**config.mk**
```make
export PLATFORM = sky130hd
export DESIGN_NAME = sftc_top
export DESIGN_NICKNAME = d
export VERILOG_FILES = /design/src/common/sftc_pkg.sv /design/src/core/sftc_clear_seq.sv /design/src/core/sftc_top.sv
export SDC_FILE = /design/constraint.sdc
export NUM_CORES = 1
export LEC_CHECK = 0
export BUFFER_PORTS_ARGS = -buffer_cell sky130_fd_sc_hd__buf_2
export CORE_MARGIN = 8
export CORE_UTILIZATION = 48
export CTS_BUF_LIST = sky130_fd_sc_hd__clkbuf_8
export CTS_CLUSTER_SIZE = 25
export DETAILED_ROUTE_END_ITERATION = 6
export GPL_TIMING_DRIVEN = 0
export PLACE_DENSITY = 0.78
export SYNTH_ARGS = -nofsm -noshare
export SYNTH_HDL_FRONTEND = slang
export SYNTH_SLANG_ARGS = --single-unit
```
**constraint.sdc**
```tcl
create_clock -name hclk -period 2.1 [get_ports hclk]
set_input_delay 0.42 -clock hclk [delete_from_list [all_inputs] [get_ports hclk]]
set_output_delay 0.42 -clock hclk [all_outputs]
set_load 0.05 [all_outputs]
```
**src/common/sftc_pkg.sv**
```systemverilog
// shared constants and types for the spi fifo threshold control block
package sftc_pkg;
  // register byte offsets
  localparam logic [7:0] SFTC_OFF_CTL = 8'h10;
  localparam logic [7:0] SFTC_OFF_STATUS = 8'h14;
  localparam logic [7:0] SFTC_OFF_MASK = 8'h18;
  localparam logic [7:0] SFTC_OFF_AUX = 8'h1c;
  // reset values
  localparam logic [31:0] SFTC_CTL_RESET = 32'h4400_0000;
  localparam logic [31:0] SFTC_MASK_RESET = 32'h000c_1c00;
  localparam logic [31:0] SFTC_IRQ_BITS = 32'h000c_1c00;
  // control register field positions
  localparam int SFTC_CTL_TX_THRESHOLD_LSB = 28;
  localparam int SFTC_CTL_RX_THRESHOLD_LSB = 24;
  localparam int SFTC_CTL_UR_IEN = 7;
  localparam int SFTC_CTL_UR_LVL = 6;
  localparam int SFTC_CTL_OV_IEN = 5;
  localparam int SFTC_CTL_TO_IEN = 4;
  localparam int SFTC_CTL_TX_THRESHOLD_IEN = 3;
  localparam int SFTC_CTL_RX_THRESHOLD_IEN = 2;
  localparam int SFTC_CTL_TXCLR = 1;
  localparam int SFTC_CTL_RXCLR = 0;
  // status register field positions (mask shares the layout)
  localparam int SFTC_ST_TXCNT_LSB = 28;
  localparam int SFTC_ST_RXCNT_LSB = 24;
  localparam int SFTC_ST_BUSY = 23;
  localparam int SFTC_ST_UR = 19;
  localparam int SFTC_ST_TX_THRESHOLD = 18;
  localparam int SFTC_ST_TX_FULL_FLAG = 17;
  localparam int SFTC_ST_TX_EMPTY_FLAG = 16;
  localparam int SFTC_ST_TO = 12;
  localparam int SFTC_ST_OV = 11;
  localparam int SFTC_ST_RX_THRESHOLD = 10;
  localparam int SFTC_ST_RX_FULL_FLAG = 9;
  localparam int SFTC_ST_RX_EMPTY_FLAG = 8;
  localparam int SFTC_AUX_TOCLR = 0;
  // clear sequence timing: system cycles then engine ticks
  localparam logic [1:0] SFTC_CLR_SYS_CYCLES = 2'h3;
  localparam logic [1:0] SFTC_CLR_ENG_TICKS = 2'h3;
  localparam int SFTC_ENG_DIV = 2;
  localparam int SFTC_FIFO_DEPTH = 4;

  // software-written control fields
  typedef struct packed {
    logic [1:0] tx_threshold;
    logic [1:0] rx_threshold;
    logic tx_underrun_irq_en;
    logic underrun_out_level;
    logic rx_overrun_irq_en;
    logic rx_timeout_irq_en;
    logic tx_threshold_irq_en;
    logic rx_threshold_irq_en;
  } sftc_ctl_t;

  // fill levels reported by the two fifos
  typedef struct packed {
    logic [3:0] tx_count;
    logic [3:0] rx_count;
  } sftc_level_t;

  typedef enum logic [1:0] {CLR_IDLE, CLR_SYS, CLR_ENG} sftc_clr_state_t;
endpackage

```
**src/core/sftc_clear_seq.sv**
```systemverilog
// self-clearing fifo clear sequencer: fixed system cycles then engine ticks
`timescale 1ns/1ps
module sftc_clear_seq import sftc_pkg::*; (
  input wire logic hclk,
  input wire logic hresetn,
  input wire logic start,
  input wire logic eng_tick,
  output logic busy,
  output logic flush
);
  sftc_clr_state_t state_q, state_d;
  logic [1:0] cnt_q, cnt_d;
  logic flush_q;

  // a start while busy is absorbed; the running clear already empties the fifo
  always_comb begin
    state_d = state_q;
    cnt_d = cnt_q;
    unique case (state_q)
      CLR_IDLE: begin
        if (start) begin
          state_d = CLR_SYS;
          cnt_d = SFTC_CLR_SYS_CYCLES;
        end
      end
      CLR_SYS: begin
        cnt_d = cnt_q - 2'h1;
        if (cnt_q == 2'h1) begin
          state_d = CLR_ENG;
          cnt_d = SFTC_CLR_ENG_TICKS;
        end
      end
      CLR_ENG: begin
        if (eng_tick) begin
          cnt_d = cnt_q - 2'h1;
          if (cnt_q == 2'h1) begin
            state_d = CLR_IDLE;
          end
        end
      end
    endcase
  end

  // state, count and the one-cycle flush strobe
  always_ff @(posedge hclk or negedge hresetn) begin
    if (!hresetn) begin
      state_q <= CLR_IDLE;
      cnt_q <= 2'h0;
      flush_q <= 1'b0;
    end else begin
      state_q <= state_d;
      cnt_q <= cnt_d;
      flush_q <= start && (state_q == CLR_IDLE);
    end
  end

  assign busy = (state_q != CLR_IDLE);
  assign flush = flush_q;
endmodule

```
**src/core/sftc_top.sv**
```systemverilog
// spi fifo threshold, interrupt enable, under-run and clear control with ahb-lite registers
//
// Our own choice: register access over AHB-Lite.
`timescale 1ns/1ps
module sftc_top import sftc_pkg::*; #(
  parameter int DEPTH = SFTC_FIFO_DEPTH,
  parameter int ENG_DIV = SFTC_ENG_DIV
) (
  input wire logic hclk,
  input wire logic hresetn,
  input wire logic hsel,
  input wire logic [31:0] haddr,
  input wire logic [1:0] htrans,
  input wire logic hwrite,
  input wire logic [2:0] hsize,
  input wire logic [31:0] hwdata,
  input wire logic hready,
  output logic hreadyout,
  output logic hresp,
  output logic [31:0] hrdata,
  input wire sftc_level_t fifo_level,
  input wire logic rx_write_req,
  input wire logic rx_timeout,
  input wire logic slave_mode,
  input wire logic slave_sel_active,
  input wire logic sclk_pin,
  input wire logic tx_bit,
  output logic slave_data_out,
  output logic tx_fifo_flush,
  output logic rx_fifo_flush,
  output logic tx_threshold_flag,
  output logic rx_threshold_flag,
  output logic tx_full_flag,
  output logic tx_empty_flag,
  output logic rx_full_flag,
  output logic rx_empty_flag,
  output logic irq
);
  localparam int CLR_WAIT = 4 * ENG_DIV + 4;
  localparam logic [3:0] FULL_CNT = 4'(DEPTH);

  sftc_ctl_t ctl_q, ctl_d;
  logic [31:0] status_q, status_d;
  logic [31:0] mask_q;
  logic timeout_auto_clear_en;
  logic dp_wr_q, dp_rd_q;
  logic [7:0] dp_addr_q;
  logic [31:0] hrdata_q;
  logic [31:0] rd_ctl, rd_status, rd_mux;
  logic [31:0] ev_set, en_vec;
  logic [1:0] clr_start, clr_busy, clr_flush;
  logic [$clog2(ENG_DIV+1)-1:0] div_q;
  logic eng_tick;
  logic sclk_s1, sclk_s2, sclk_s3, sclk_lvl_q;
  logic underrun_q, data_out_q;

  // ahb-lite address phase decode
  wire addr_take = hsel && htrans[1] && hready;
  wire word_ok = (hsize == 3'h2);
  wire wr_ctl = dp_wr_q && (dp_addr_q == SFTC_OFF_CTL);
  wire wr_status = dp_wr_q && (dp_addr_q == SFTC_OFF_STATUS);
  wire wr_mask = dp_wr_q && (dp_addr_q == SFTC_OFF_MASK);
  wire wr_aux = dp_wr_q && (dp_addr_q == SFTC_OFF_AUX);

  // capture the address phase; non-word writes are dropped but still answer okay
  always_ff @(posedge hclk or negedge hresetn) begin
    if (!hresetn) begin
      dp_wr_q <= 1'b0;
      dp_rd_q <= 1'b0;
      dp_addr_q <= 8'h00;
    end else begin
      dp_wr_q <= addr_take && hwrite && word_ok;
      dp_rd_q <= addr_take && !hwrite;
      if (addr_take) begin
        dp_addr_q <= {haddr[7:2], 2'b00};
      end
    end
  end

  // one wait state on reads so a write just before is already visible
  always_ff @(posedge hclk or negedge hresetn) begin
    if (!hresetn) begin
      hrdata_q <= 32'h0000_0000;
    end else if (dp_rd_q) begin
      hrdata_q <= rd_mux;
    end
  end

  assign hreadyout = !dp_rd_q;
  assign hresp = 1'b0;
  assign hrdata = hrdata_q;

  // control register next value
  always_comb begin
    ctl_d = ctl_q;
    if (wr_ctl) begin
      ctl_d.tx_threshold = hwdata[SFTC_CTL_TX_THRESHOLD_LSB +: 2];
      ctl_d.rx_threshold = hwdata[SFTC_CTL_RX_THRESHOLD_LSB +: 2];
      ctl_d.tx_underrun_irq_en = hwdata[SFTC_CTL_UR_IEN];
      ctl_d.underrun_out_level = hwdata[SFTC_CTL_UR_LVL];
      ctl_d.rx_overrun_irq_en = hwdata[SFTC_CTL_OV_IEN];
      ctl_d.rx_timeout_irq_en = hwdata[SFTC_CTL_TO_IEN];
      ctl_d.tx_threshold_irq_en = hwdata[SFTC_CTL_TX_THRESHOLD_IEN];
      ctl_d.rx_threshold_irq_en = hwdata[SFTC_CTL_RX_THRESHOLD_IEN];
    end
  end

  // software registers
  always_ff @(posedge hclk or negedge hresetn) begin
    if (!hresetn) begin
      ctl_q <= '0;
      mask_q <= SFTC_MASK_RESET;
      timeout_auto_clear_en <= 1'b0;
    end else begin
      ctl_q <= ctl_d;
      if (wr_mask) begin
        mask_q <= hwdata & SFTC_IRQ_BITS;
      end
      if (wr_aux) begin
        timeout_auto_clear_en <= hwdata[SFTC_AUX_TOCLR];
      end
    end
  end

  // engine-rate enable pulse; the clear sequence counts these
  always_ff @(posedge hclk or negedge hresetn) begin
    if (!hresetn) begin
      div_q <= '0;
    end else if (eng_tick) begin
      div_q <= '0;
    end else begin
      div_q <= div_q + 1'b1;
    end
  end

  assign eng_tick = (div_q == ($clog2(ENG_DIV+1))'(ENG_DIV - 1));

  // clear starts: a written one, or a time-out with auto-clear; zero does nothing
  wire auto_clr = rx_timeout && timeout_auto_clear_en;
  assign clr_start[1] = (wr_ctl && hwdata[SFTC_CTL_TXCLR]) || auto_clr;
  assign clr_start[0] = (wr_ctl && hwdata[SFTC_CTL_RXCLR]) || auto_clr;

  // one sequencer per fifo, index 1 tx and 0 rx
  for (genvar i = 0; i < 2; i++) begin : g_clr
    sftc_clear_seq u_seq (
      .hclk(hclk),
      .hresetn(hresetn),
      .start(clr_start[i]),
      .eng_tick(eng_tick),
      .busy(clr_busy[i]),
      .flush(clr_flush[i])
    );
  end

  assign tx_fifo_flush = clr_flush[1];
  assign rx_fifo_flush = clr_flush[0];

  // fifo indicators, forced to the empty state while a clear runs
  assign tx_full_flag = !clr_busy[1] && (fifo_level.tx_count == FULL_CNT);
  assign tx_empty_flag = clr_busy[1] || (fifo_level.tx_count == 4'h0);
  assign rx_full_flag = !clr_busy[0] && (fifo_level.rx_count == FULL_CNT);
  assign rx_empty_flag = clr_busy[0] || (fifo_level.rx_count == 4'h0);

  // threshold compares against the raw field value
  assign tx_threshold_flag = (fifo_level.tx_count <= {2'b00, ctl_q.tx_threshold});
  assign rx_threshold_flag = (fifo_level.rx_count > {2'b00, ctl_q.rx_threshold});

  // serial clock pin: three flops, level accepted once stages two and three agree
  always_ff @(posedge hclk or negedge hresetn) begin
    if (!hresetn) begin
      sclk_s1 <= 1'b0;
      sclk_s2 <= 1'b0;
      sclk_s3 <= 1'b0;
      sclk_lvl_q <= 1'b0;
    end else begin
      sclk_s1 <= sclk_pin;
      sclk_s2 <= sclk_s1;
      sclk_s3 <= sclk_s2;
      if (sclk_s2 == sclk_s3) begin
        sclk_lvl_q <= sclk_s3;
      end
    end
  end

  // the sync delay is why a few bits of old data still leave first
  wire sclk_edge = (sclk_s3 == sclk_s2) && sclk_s3 && !sclk_lvl_q;
  wire in_xfer = slave_mode && slave_sel_active;
  wire ur_event = in_xfer && sclk_edge && tx_empty_flag;

  // under-run state and data out register
  always_ff @(posedge hclk or negedge hresetn) begin
    if (!hresetn) begin
      underrun_q <= 1'b0;
      data_out_q <= 1'b0;
    end else begin
      if (ur_event) begin
        underrun_q <= 1'b1;
      end else if (!in_xfer || !tx_empty_flag) begin
        underrun_q <= 1'b0;
      end
      data_out_q <= underrun_q ? ctl_q.underrun_out_level : tx_bit;
    end
  end

  assign slave_data_out = data_out_q;

  // event set vector and enable vector in status layout
  wire rx_overrun = rx_write_req && rx_full_flag;
  always_comb begin
    ev_set = 32'h0000_0000;
    ev_set[SFTC_ST_UR] = ur_event;
    ev_set[SFTC_ST_TX_THRESHOLD] = tx_threshold_flag;
    ev_set[SFTC_ST_TO] = rx_timeout;
    ev_set[SFTC_ST_OV] = rx_overrun;
    ev_set[SFTC_ST_RX_THRESHOLD] = rx_threshold_flag;
    en_vec = 32'h0000_0000;
    en_vec[SFTC_ST_UR] = ctl_q.tx_underrun_irq_en;
    en_vec[SFTC_ST_TX_THRESHOLD] = ctl_q.tx_threshold_irq_en;
    en_vec[SFTC_ST_TO] = ctl_q.rx_timeout_irq_en;
    en_vec[SFTC_ST_OV] = ctl_q.rx_overrun_irq_en;
    en_vec[SFTC_ST_RX_THRESHOLD] = ctl_q.rx_threshold_irq_en;
  end

  // sticky status: write one clears, a same-cycle event wins
  wire [31:0] w1c = wr_status ? hwdata : 32'h0000_0000;
  assign status_d = ((status_q & ~w1c) | ev_set) & SFTC_IRQ_BITS;

  always_ff @(posedge hclk or negedge hresetn) begin
    if (!hresetn) begin
      status_q <= 32'h0000_0000;
    end else begin
      status_q <= status_d;
    end
  end

  // single level request; levels re-set their bit so clearing only sticks once they drop
  assign irq = |(status_q & mask_q & en_vec);

  // read images
  always_comb begin
    rd_ctl = SFTC_CTL_RESET & 32'h4400_0000;
    rd_ctl[SFTC_CTL_TX_THRESHOLD_LSB +: 2] = ctl_q.tx_threshold;
    rd_ctl[SFTC_CTL_RX_THRESHOLD_LSB +: 2] = ctl_q.rx_threshold;
    rd_ctl[SFTC_CTL_UR_IEN] = ctl_q.tx_underrun_irq_en;
    rd_ctl[SFTC_CTL_UR_LVL] = ctl_q.underrun_out_level;
    rd_ctl[SFTC_CTL_OV_IEN] = ctl_q.rx_overrun_irq_en;
    rd_ctl[SFTC_CTL_TO_IEN] = ctl_q.rx_timeout_irq_en;
    rd_ctl[SFTC_CTL_TX_THRESHOLD_IEN] = ctl_q.tx_threshold_irq_en;
    rd_ctl[SFTC_CTL_RX_THRESHOLD_IEN] = ctl_q.rx_threshold_irq_en;
    rd_ctl[SFTC_CTL_TXCLR] = clr_busy[1];
    rd_ctl[SFTC_CTL_RXCLR] = clr_busy[0];
    rd_status = status_q;
    rd_status[SFTC_ST_TXCNT_LSB +: 4] = fifo_level.tx_count;
    rd_status[SFTC_ST_RXCNT_LSB +: 4] = fifo_level.rx_count;
    rd_status[SFTC_ST_BUSY] = |clr_busy;
    rd_status[SFTC_ST_TX_FULL_FLAG] = tx_full_flag;
    rd_status[SFTC_ST_TX_EMPTY_FLAG] = tx_empty_flag;
    rd_status[SFTC_ST_RX_FULL_FLAG] = rx_full_flag;
    rd_status[SFTC_ST_RX_EMPTY_FLAG] = rx_empty_flag;
  end

  // unmapped offsets read as zero
  assign rd_mux = (dp_addr_q == SFTC_OFF_CTL) ? rd_ctl :
                  (dp_addr_q == SFTC_OFF_STATUS) ? rd_status :
                  (dp_addr_q == SFTC_OFF_MASK) ? mask_q :
                  (dp_addr_q == SFTC_OFF_AUX) ? {31'h0000_0000, timeout_auto_clear_en} :
                  32'h0000_0000;
endmodule

```
# [Yosys cells after proc, flatten, opt, wreduce, memory -nomap -nowiden]
# Cells that the tools add are included.
[totals] register_bits=79 latch_bits=0 ramBits=0 rom_bits=0 in_bits=88 out_inout_bits=44 elab_cells=136 memories=0
[op_classes] addsub=3 multipliers=0 n_div=0 n_lt_le_gt_ge=2 eq_ne=24 n_shift=0 mux=27 bitwise=5 reduce_logical=47
[op_table] op="32-bit two-way mux" n=2
[op_table] op="20-bit AND" n=3
[op_table] op="20-bit two-way mux" n=2
[op_table] op="32-bit OR reduction" n=1
[op_table] op="2-bit two-way mux" n=15
[op_table] op="6-bit by 3-bit equality test with 1-bit output (second input constant)" n=4
[op_table] op="2-bit case mux with 3 select lines" n=4
[op_table] op="1-bit logical AND" n=22
[op_table] op="20-bit NOT" n=1
[op_table] op="20-bit bitwise OR" n=1
[op_table] op="2-bit by 1-bit inequality test with 1-bit output (second input constant)" n=6
[op_table] op="2-bit by 1-bit equality test with 1-bit output (second input constant)" n=5
[op_table] op="4-bit by 3-bit equality test with 1-bit output (second input constant)" n=2
[op_table] op="4-bit logical NOT" n=2
[op_table] op="4-bit AND reduction" n=2
[op_table] op="1-bit logical NOT" n=7
[op_table] op="2-bit nonzero test" n=3
[op_table] op="1-bit logical OR" n=5
[op_table] op="2-bit equality test (second input constant)" n=2
[op_table] op="4-bit by 2-bit > comparator with 1-bit output" n=1
[op_table] op="4-bit by 2-bit <= comparator with 1-bit output" n=1
[op_table] op="2-bit logical NOT" n=2
[op_table] op="1-bit two-way mux" n=4
[op_table] op="2-bit inequality test (second input constant)" n=2
[op_table] op="6 further kinds" n=9

# [Longest topological paths before layout]
# Gate-level depths: netlist (run 1).
[logic_depth] depth_word=6 depth_mapped=6 ltp_nobuf=6

# [Modules after synthesis]
# From an unflattened synthesis (run 1), not the netlist that was laid out.
[unflattened] hier_cells=289 area_unflattened_um2=3520.9
[by_module_without_submodules] module="sftc_top" instances=1 cells_per_inst=223 area_each_um2=2807.7 seq_area_each_um2=1582.8
[by_module_without_submodules] module="sftc_clear_seq" instances=2 cells_per_inst=33 area_each_um2=356.6 seq_area_each_um2=125.1

# [Worst setup path before layout (run 1)]
# OpenSTA, ideal clock, no wires.
[synth_timing] path_type="reg-to-output" from="register g_clr[0].u_seq.state_q[0]" to="output port rx_full_flag" t_arrival_ns=2.389 required_ns=1.680 slack_ns=-0.709 stages_incl_launch_ff=5 path_buffers=0 cell_sequence="dfrtp_1 -> inv_1 -> ha_1 -> nand2_1 -> nor4_1"
[synth_between] elab_chain_len=3
[synth_lines] element="from (decl)" line_no="sftc_clear_seq.sv:11" source="sftc_clr_state_t state_q, state_d;"
[synth_lines] element="from (signal assigned)" line_no="sftc_clear_seq.sv:51" source="state_q <= state_d;"
[synth_lines] element="2-bit nonzero test" line_no="sftc_clear_seq.sv:57" source="assign busy = (state_q != CLR_IDLE);"
[synth_lines] element="1-bit logical NOT" line_no="sftc_top.sv:161" source="assign rx_full_flag = !clr_busy[0] && (fifo_level.rx_count == FULL_CNT);"
[synth_lines] element="1-bit logical AND" line_no="sftc_top.sv:161"
[synth_lines] element="to (decl)" line_no="sftc_top.sv:35" source="output logic rx_full_flag,"
# Every way passes these cells.

# [Final worst setup path (run 1)]
[layout_timing] from="register ctl_q[7] (netlist name)" to="output port rx_threshold_flag"
[layout_between] elab_chain_len=1
[layout_lines] element="from (decl)" line_no="sftc_top.sv:42" source="sftc_ctl_t ctl_q, ctl_d;"
[layout_lines] element="from (signal assigned)" line_no="sftc_top.sv:115" source="ctl_q <= ctl_d;"
[layout_lines] element="4-bit by 2-bit > comparator with 1-bit output" line_no="sftc_top.sv:166" source="assign rx_threshold_flag = (fifo_level.rx_count > {2'b00, ctl_q.rx_threshold});"
[layout_lines] element="to (decl)" line_no="sftc_top.sv:32" source="output logic rx_threshold_flag,"
# Every way passes these cells.

==> results of run 1 <==
-- worst reg2reg max path, stage by stage (launching register included) --
cell,delay [ns]
dfrtp_1,0.40
or4b_1,0.54
buf_6,0.17
nor2_4,0.11
and2_1,0.15
buf_6,0.17
mux2_1,0.35
-- area by class of cell --
| class | count | share of cell area, % |
|---|---|---|
| Sequential cell | 73 | 40.5 |
| Multi-Input combinational cell | 189 | 36.2 |
| Timing Repair Buffer | 91 | 11.7 |
| Clock buffer | 9 | 2.74 |
| Tap cell | 99 | 2.74 |
| Buffer | 17 | 2.55 |
| Clock inverter | 7 | 1.83 |
| Inverter | 20 | 1.66 |
-- registers in the layout, summed over array words and instances, names as in the netlist, 2 cells and up --
signal               count
div_q                    2
g_clr.u_seq.flush        2
g_clr.u_seq.state_q      4
status_q                 5
ctl_q                   10
mask_q                   5
dp_addr_q                6
g_clr.u_seq.cnt_q        4
hrdata                  26
-- metrics by stage --
| stage | total power [uW] | TNS (ns) | instances | hold slack (ns) | setup slack (ns) |
|---|---|---|---|---|---|
| final | 4210 | -0.184 | 505 | 0.0657 | -0.109 |
| after CTS | 4160 | -0.227 | 501 | 0.0774 | -0.114 |
| after floorplan | 2610 | -0.103 | 299 | 0.124 | -0.0912 |
| after detailed placement | 2940 | -0.0578 | 481 | 0.340 | -0.0453 |
| after global placement | 2880 | -0.0429 | 480 | 0.336 | -0.0390 |
| after global routing | 4470 | -0.310 | 505 | 0.0804 | -0.158 |
-- cells by family (layout without fill, tap and decap cells) --
logic type	count (synthesis)	in the layout	synth area share (%)
multiplexers	32	32	10.2
other	1	7	0.107
flip-flops	73	73	52.4
AO/OA/AOI/OAI	59	59	13.6
adder cells (fa/ha/maj)	17	17	6.08
buffers and inverters	37	144	5.40
AND/OR/NAND/NOR	74	74	12.3
-- path summary, 6_finish.rpt --
kind / start / end / slack, ns
min reg2reg: sclk_s1$_DFF_PN0_ / sclk_s2$_DFF_PN0_ / 0.36
max reg2reg: dp_addr_q[7]$_DFFE_PN0P_ / ctl_q[9]$_DFFE_PN0N_ / 0.09
max in group asynchronous: hresetn / mask_q[11]$_DFFE_PN1P_ / 1.70
min in group hclk: sclk_pin / sclk_s1$_DFF_PN0_ / 0.17
min: hresetn / g_clr[1].u_seq.cnt_q[1]$_DFFE_PN0P_ / 0.07
max: ctl_q[7]$_DFFE_PN0N_ / rx_threshold_flag / -0.11
-- per-layer routing --
layer	track usage (%)	share of wire (%)	up-vias
li1	-	-	1257
met4	7.56	1.8	0
met3	4.88	6.3	14
met2	28.1	47	79
met5	0	0	-
met1	22.4	45	1285
-- report_power, final --
group / leakage, uW / internal, uW / total (uW) / switching, uW
Combinational: 0.00123 / 565 / 1380 / 816
Clock: 0.0000988 / 569 / 1150 / 581
Sequential: 0.000929 / 1560 / 1680 / 116
-- synth_stat cells, types with 2 or more instances --
cell type,instances
mux2i_1,7
inv_1,19
o211ai_1,3
mux2_2,14
a221o_1,5
nand3_1,17
o21ai_0,9
dfstp_2,5
o211ai_4,2
a22oi_1,2
nor2b_1,10
a31oi_1,3
ha_1,17
nand2_1,16
nand4bb_1,3
nor2_1,8
a22o_1,18
clkbuf_1,5
nand2b_1,4
o2bb2ai_1,2
buf_6,3
and2_1,4
buf_4,7
a21oi_1,7
o41ai_1,2
mux2_1,10
nor4_1,2
dfrtp_1,68
a21o_1,3
-- timing repair --
action	4_1_cts	5_1_grt
gates resized for setup	22	8
pin swaps	1	2
endpoints found under the hold margin	0	0
hold buffers	0	0
endpoints found under the setup margin	6	9
setup buffers	4	4
==> flow_metrics.env, run 1 <==
export IMPL_synthArstFlopShare_pct=100
export IMPL_hpwl_mm=6.32
export IMPL_maxSlewHeadroom_pct=52.8
export IMPL_peakVddDrop_mv=0.394
export IMPL_regArea_um2=1830
export IMPL_yosys_register_bits=73
export IMPL_area_growth_pct=29.3
export IMPL_critPathMaxStageDelay_ns=0.40
export IMPL_fin_crit_ns=2.21
export IMPL_cp_top_family="simple AND/OR/NAND/NOR gates"
export IMPL_maxCapViolations=0
export IMPL_drcViolationCount=0
export IMPL_io_pins=132
export IMPL_synth_area_top_cells="dfrtp_1 (49%), ha_1 (6.1%), a22o_1 (4.5%)"
export IMPL_end_kind="output port"
export IMPL_die_area_um2=10300
export IMPL_cp_buffers_inverters=2
export IMPL_setup_viol=2
export IMPL_multi_input_area_um2=1640
export IMPL_post_route_period_util_pct=105
export IMPL_numPortBuffers=82
export IMPL_synth_cell_types=47
export IMPL_violations="setup timing"
export IMPL_post_route_util_pct=63.4
export IMPL_synth_warnings=0
export IMPL_rows=31
export IMPL_rr_worst_depth=6
export IMPL_yosys_area_top_type_share_pct=48.7
export IMPL_synth_ff_type="dfrtp_1"
export IMPL_cts_sinks=73
export IMPL_skew_ns=0.00952
export IMPL_layout_cells_most_common="buf_2"
export IMPL_path_max_fanout=2
export IMPL_path_depth=6
export IMPL_cts_buffers=9
export IMPL_place_area_um2=4130
export IMPL_worstPathRequired_ns=1.68
export IMPL_via_per_inst=5.22
export IMPL_rsz0062_at_grt="true"
export IMPL_track_usage_pct=17.8
export IMPL_grt_overflow=0
export IMPL_layout_drive_gt1_share_pct=40.9
export IMPL_gp_congestion=0.776
export IMPL_synth_edf_count=0
export IMPL_synthesis_area_um2=3500
export IMPL_worstMarginPinSlew_ns=0.708
export IMPL_final_nets=506
export IMPL_cts_root_buf="clkbuf_8"
export IMPL_seq_area_frac_synth_pct=52.4
export IMPL_initial_core_util_pct=49.0
export IMPL_synthCells=293
export IMPL_cp_start_kind="register"
export IMPL_design_area_um2=4520
export IMPL_final_cell_mix="buf_2 (78), dfrtp_1 (68), a22o_1 (18)"
export IMPL_worst_ep_arrival_time_ns=1.79
export IMPL_synth_area_leader_cell="dfrtp_1"
export IMPL_num_vias=2635
export IMPL_grt_pass1_wl_mm=14.2
export IMPL_hold_viol=0
export IMPL_powerDensity_nw_per_um2=931
export IMPL_insertion_delay_ns=0.35
export IMPL_grt_max_degree=74
export IMPL_wl_per_cell_um=17.3
export IMPL_antenna_cells=0
export IMPL_first_iter_violations=116
export IMPL_status="finished, violations left"
export IMPL_die_height_um=101
export IMPL_cpMaxStageDelayCell="dfrtp_1"
export IMPL_clkSlewWorstSetupHoldPaths_ns=0.08
export IMPL_cts_tree="done"
export IMPL_slew_violations=0
export IMPL_post_synth_cell_area_avg_um2=11.9
export IMPL_crit_chain="inv_2 -> ha_4 -> nor2b_4 -> a2bb2oi_2 -> or3_4 -> buf_8"
export IMPL_cts_buffer_depth=2
export IMPL_die_w_um=101
export IMPL_max_freq_ghz=0.453
export IMPL_core_um2=7140
export IMPL_grt_pass1_vias=2874
export IMPL_worstHoldPathType="primary input to asynchronous set/reset pin"
export IMPL_worstSetupPathType="register to output port"
export IMPL_fin_ws_ns=-0.109
export IMPL_antenna_left=0
export IMPL_p_leak_uw=0.00226
export IMPL_wirelength_mm=8.74
export IMPL_htreeDepth=3
export IMPL_drt_pass1_iterations=4
export IMPL_antenna_found_initial=0
export IMPL_fillers=587
No activity file was read; power rests on OpenSTA's default activity.
==> run 2, diff against run 1 <==
- GPL_TIMING_DRIVEN: 0 -> 1
- clock period: 2.1 -> 2.35 ns (I/O delays scaled with it)
==> run 2 against run 1 <==
The flow now finishes without violations. Global-route usage down 0.57 points. Via count is 0.38% higher. Sequential power shrank 10%. Cell count decreased by 2.8%. Critical path type unchanged. Critical endpoint unchanged. Highest routed layer unchanged.
==> flow_metrics.env, run 2 (synthesis results as in run 1) <==
export IMPL_slew_violations=0
export IMPL_peakVddDrop_mv=0.372
export IMPL_post_route_period_util_pct=98.3
export IMPL_io_pins=132
export IMPL_die_area_um2=10300
export IMPL_status="finished clean"
export IMPL_cts_tree="done"
export IMPL_skew_ns=0.0120
export IMPL_reg2reg_from="dp_addr_q[7]$_DFFE_PN0P_"
export IMPL_wl_per_cell_um=17.4
export IMPL_first_iter_violations=179
export IMPL_track_usage_pct=17.2
export IMPL_core_um2=7140
export IMPL_worstPathRequired_ns=1.88
export IMPL_powerDensity_nw_per_um2=831
export IMPL_layout_cells_most_common="buf_2"
export IMPL_antenna_left=0
export IMPL_grt_pass1_wl_mm=13.8
export IMPL_setup_viol=0
export IMPL_die_height_um=101
export IMPL_initial_core_util_pct=49.0
export IMPL_cp_start_kind="register"
export IMPL_via_per_inst=5.39
export IMPL_drt_pass1_iterations=5
export IMPL_maxCapViolations=0
export IMPL_grt_max_degree=74
export IMPL_post_route_util_pct=60.2
export IMPL_drcViolationCount=0
export IMPL_end_kind="output port"
export IMPL_place_area_um2=4080
export IMPL_final_nets=492
export IMPL_worst_ep_arrival_time_ns=1.84
export IMPL_r2r_slack_ns=0.37
export IMPL_design_area_um2=4300
export IMPL_rows=31
export IMPL_layout_drive_gt1_share_pct=36.7
export IMPL_fin_crit_ns=2.31
export IMPL_regToRegEndpoint="ctl_q[3]$_DFFE_PN0N_"
export IMPL_numPortBuffers=82
export IMPL_gp_congestion=0.785
export IMPL_p_leak_uw=0.00216
export IMPL_final_cell_mix="buf_2 (79), dfrtp_1 (68), inv_1 (19)"
export IMPL_area_growth_pct=22.9
export IMPL_largest_reg_flops=26
export IMPL_insertion_delay_ns=0.35
export IMPL_cts_buffers=9
export IMPL_max_freq_ghz=0.433
export IMPL_antenna_cells=0
export IMPL_worstSetupPathType="register to output port"
export IMPL_htreeDepth=3
export IMPL_cts_sinks=73
export IMPL_antenna_found_initial=0
export IMPL_path_max_fanout=3
export IMPL_die_w_um=101
export IMPL_num_vias=2645
export IMPL_hpwl_mm=6.34
export IMPL_worstHoldPathType="primary input to asynchronous set/reset pin"
export IMPL_holdWs_ns=0.135
export IMPL_cts_buffer_depth=2
export IMPL_worstMarginPinSlew_ns=0.542
export IMPL_fin_ws_ns=0.0393
export IMPL_grt_overflow=0
export IMPL_hold_viol=0
export IMPL_clkSlewWorstSetupHoldPaths_ns=0.08
export IMPL_grt_pass1_vias=2764
export IMPL_pre_cts_ws_ns=0.105
export IMPL_maxSlewHeadroom_pct=63.7
export IMPL_rr_worst_depth=5
export IMPL_cts_root_buf="clkbuf_8"
export IMPL_wirelength_mm=8.56
export IMPL_rsz0062_at_grt="true"
[run 2: cell types whose count changed in the layout (fill, tap and decap cells not counted), sizes merged]
cell,before,now
bufinv,1,0
buf,103,93
clkbuf,14,10
clkinv,1,2
[run 2: critical path, stage by stage (launching register included)]
cell	delay (ns)
dfrtp_1	0.38
inv_1	0.05
ha_1	0.27
nor2b_1	0.13
a2bb2oi_1	0.12
or3_4	0.36
buf_6	0.17
[run 2: repair_timing]
item	CTS	global route
setup endpoints to repair	2	3
hold buffers	0	0
resized for setup	4	2
buffers inserted	0	1
pin swaps	0	0
[run 2: worst max path at each step]
stage | to | slack [ns] | cells after the start | start
after detailed placement | rx_threshold_flag | 0.10 | 6 | fifo_level[1]
after CTS | rx_threshold_flag | 0.03 | 6 | ctl_q[7]$_DFFE_PN0N_
final | rx_threshold_flag | 0.04 | 6 | ctl_q[7]$_DFFE_PN0N_
after global placement | rx_threshold_flag | 0.11 | 6 | fifo_level[1]
after global routing | rx_threshold_flag | -0.03 | 6 | ctl_q[7]$_DFFE_PN0N_
after floorplan | rx_full_flag | 0.11 | 4 | g_clr[0].u_seq.state_q[0]$_DFFE_PN0P_
[run 2: routing by layer]
| metal | routed length, um | global-route usage, % | vias to the layer above |
|---|---|---|---|
| li1 | - | - | 1229 |
| met1 | 3670 | 21.7 | 1324 |
| met2 | 4200 | 28.0 | 90 |
| met3 | 644 | 4.88 | 2 |
| met4 | 49 | 5.27 | 0 |
| met5 | 0 | 0 | - |
[run 2: layout make-up]
| cell class | count | area [um2] |
|---|---|---|
| timing repair buffer | 94 | 537 |
| clock buffer | 9 | 124 |
| clock inverter | 7 | 61.3 |
| sequential | 73 | 1830 |
| fill | 623 | 2840 |
| tap | 99 | 124 |
| multi-input combinational | 189 | 1540 |
| inverter | 20 | 75.1 |
[run 2: metrics by stage]
stage | std cells | power, uW | setup TNS [ns]
2_1_floorplan | 299 | 2330 | 0
6_report | 491 | 3570 | 0
3_5_place_dp | 474 | 2670 | 0
3_3_place_gp | 474 | 2600 | 0
4_1_cts | 490 | 3600 | 0
5_1_grt | 491 | 3790 | -0.0333
[run 2: power breakdown]
part / internal [uW] / switching [uW]
Combinational: 441 / 696
Clock: 403 / 520
Sequential: 1400 / 113
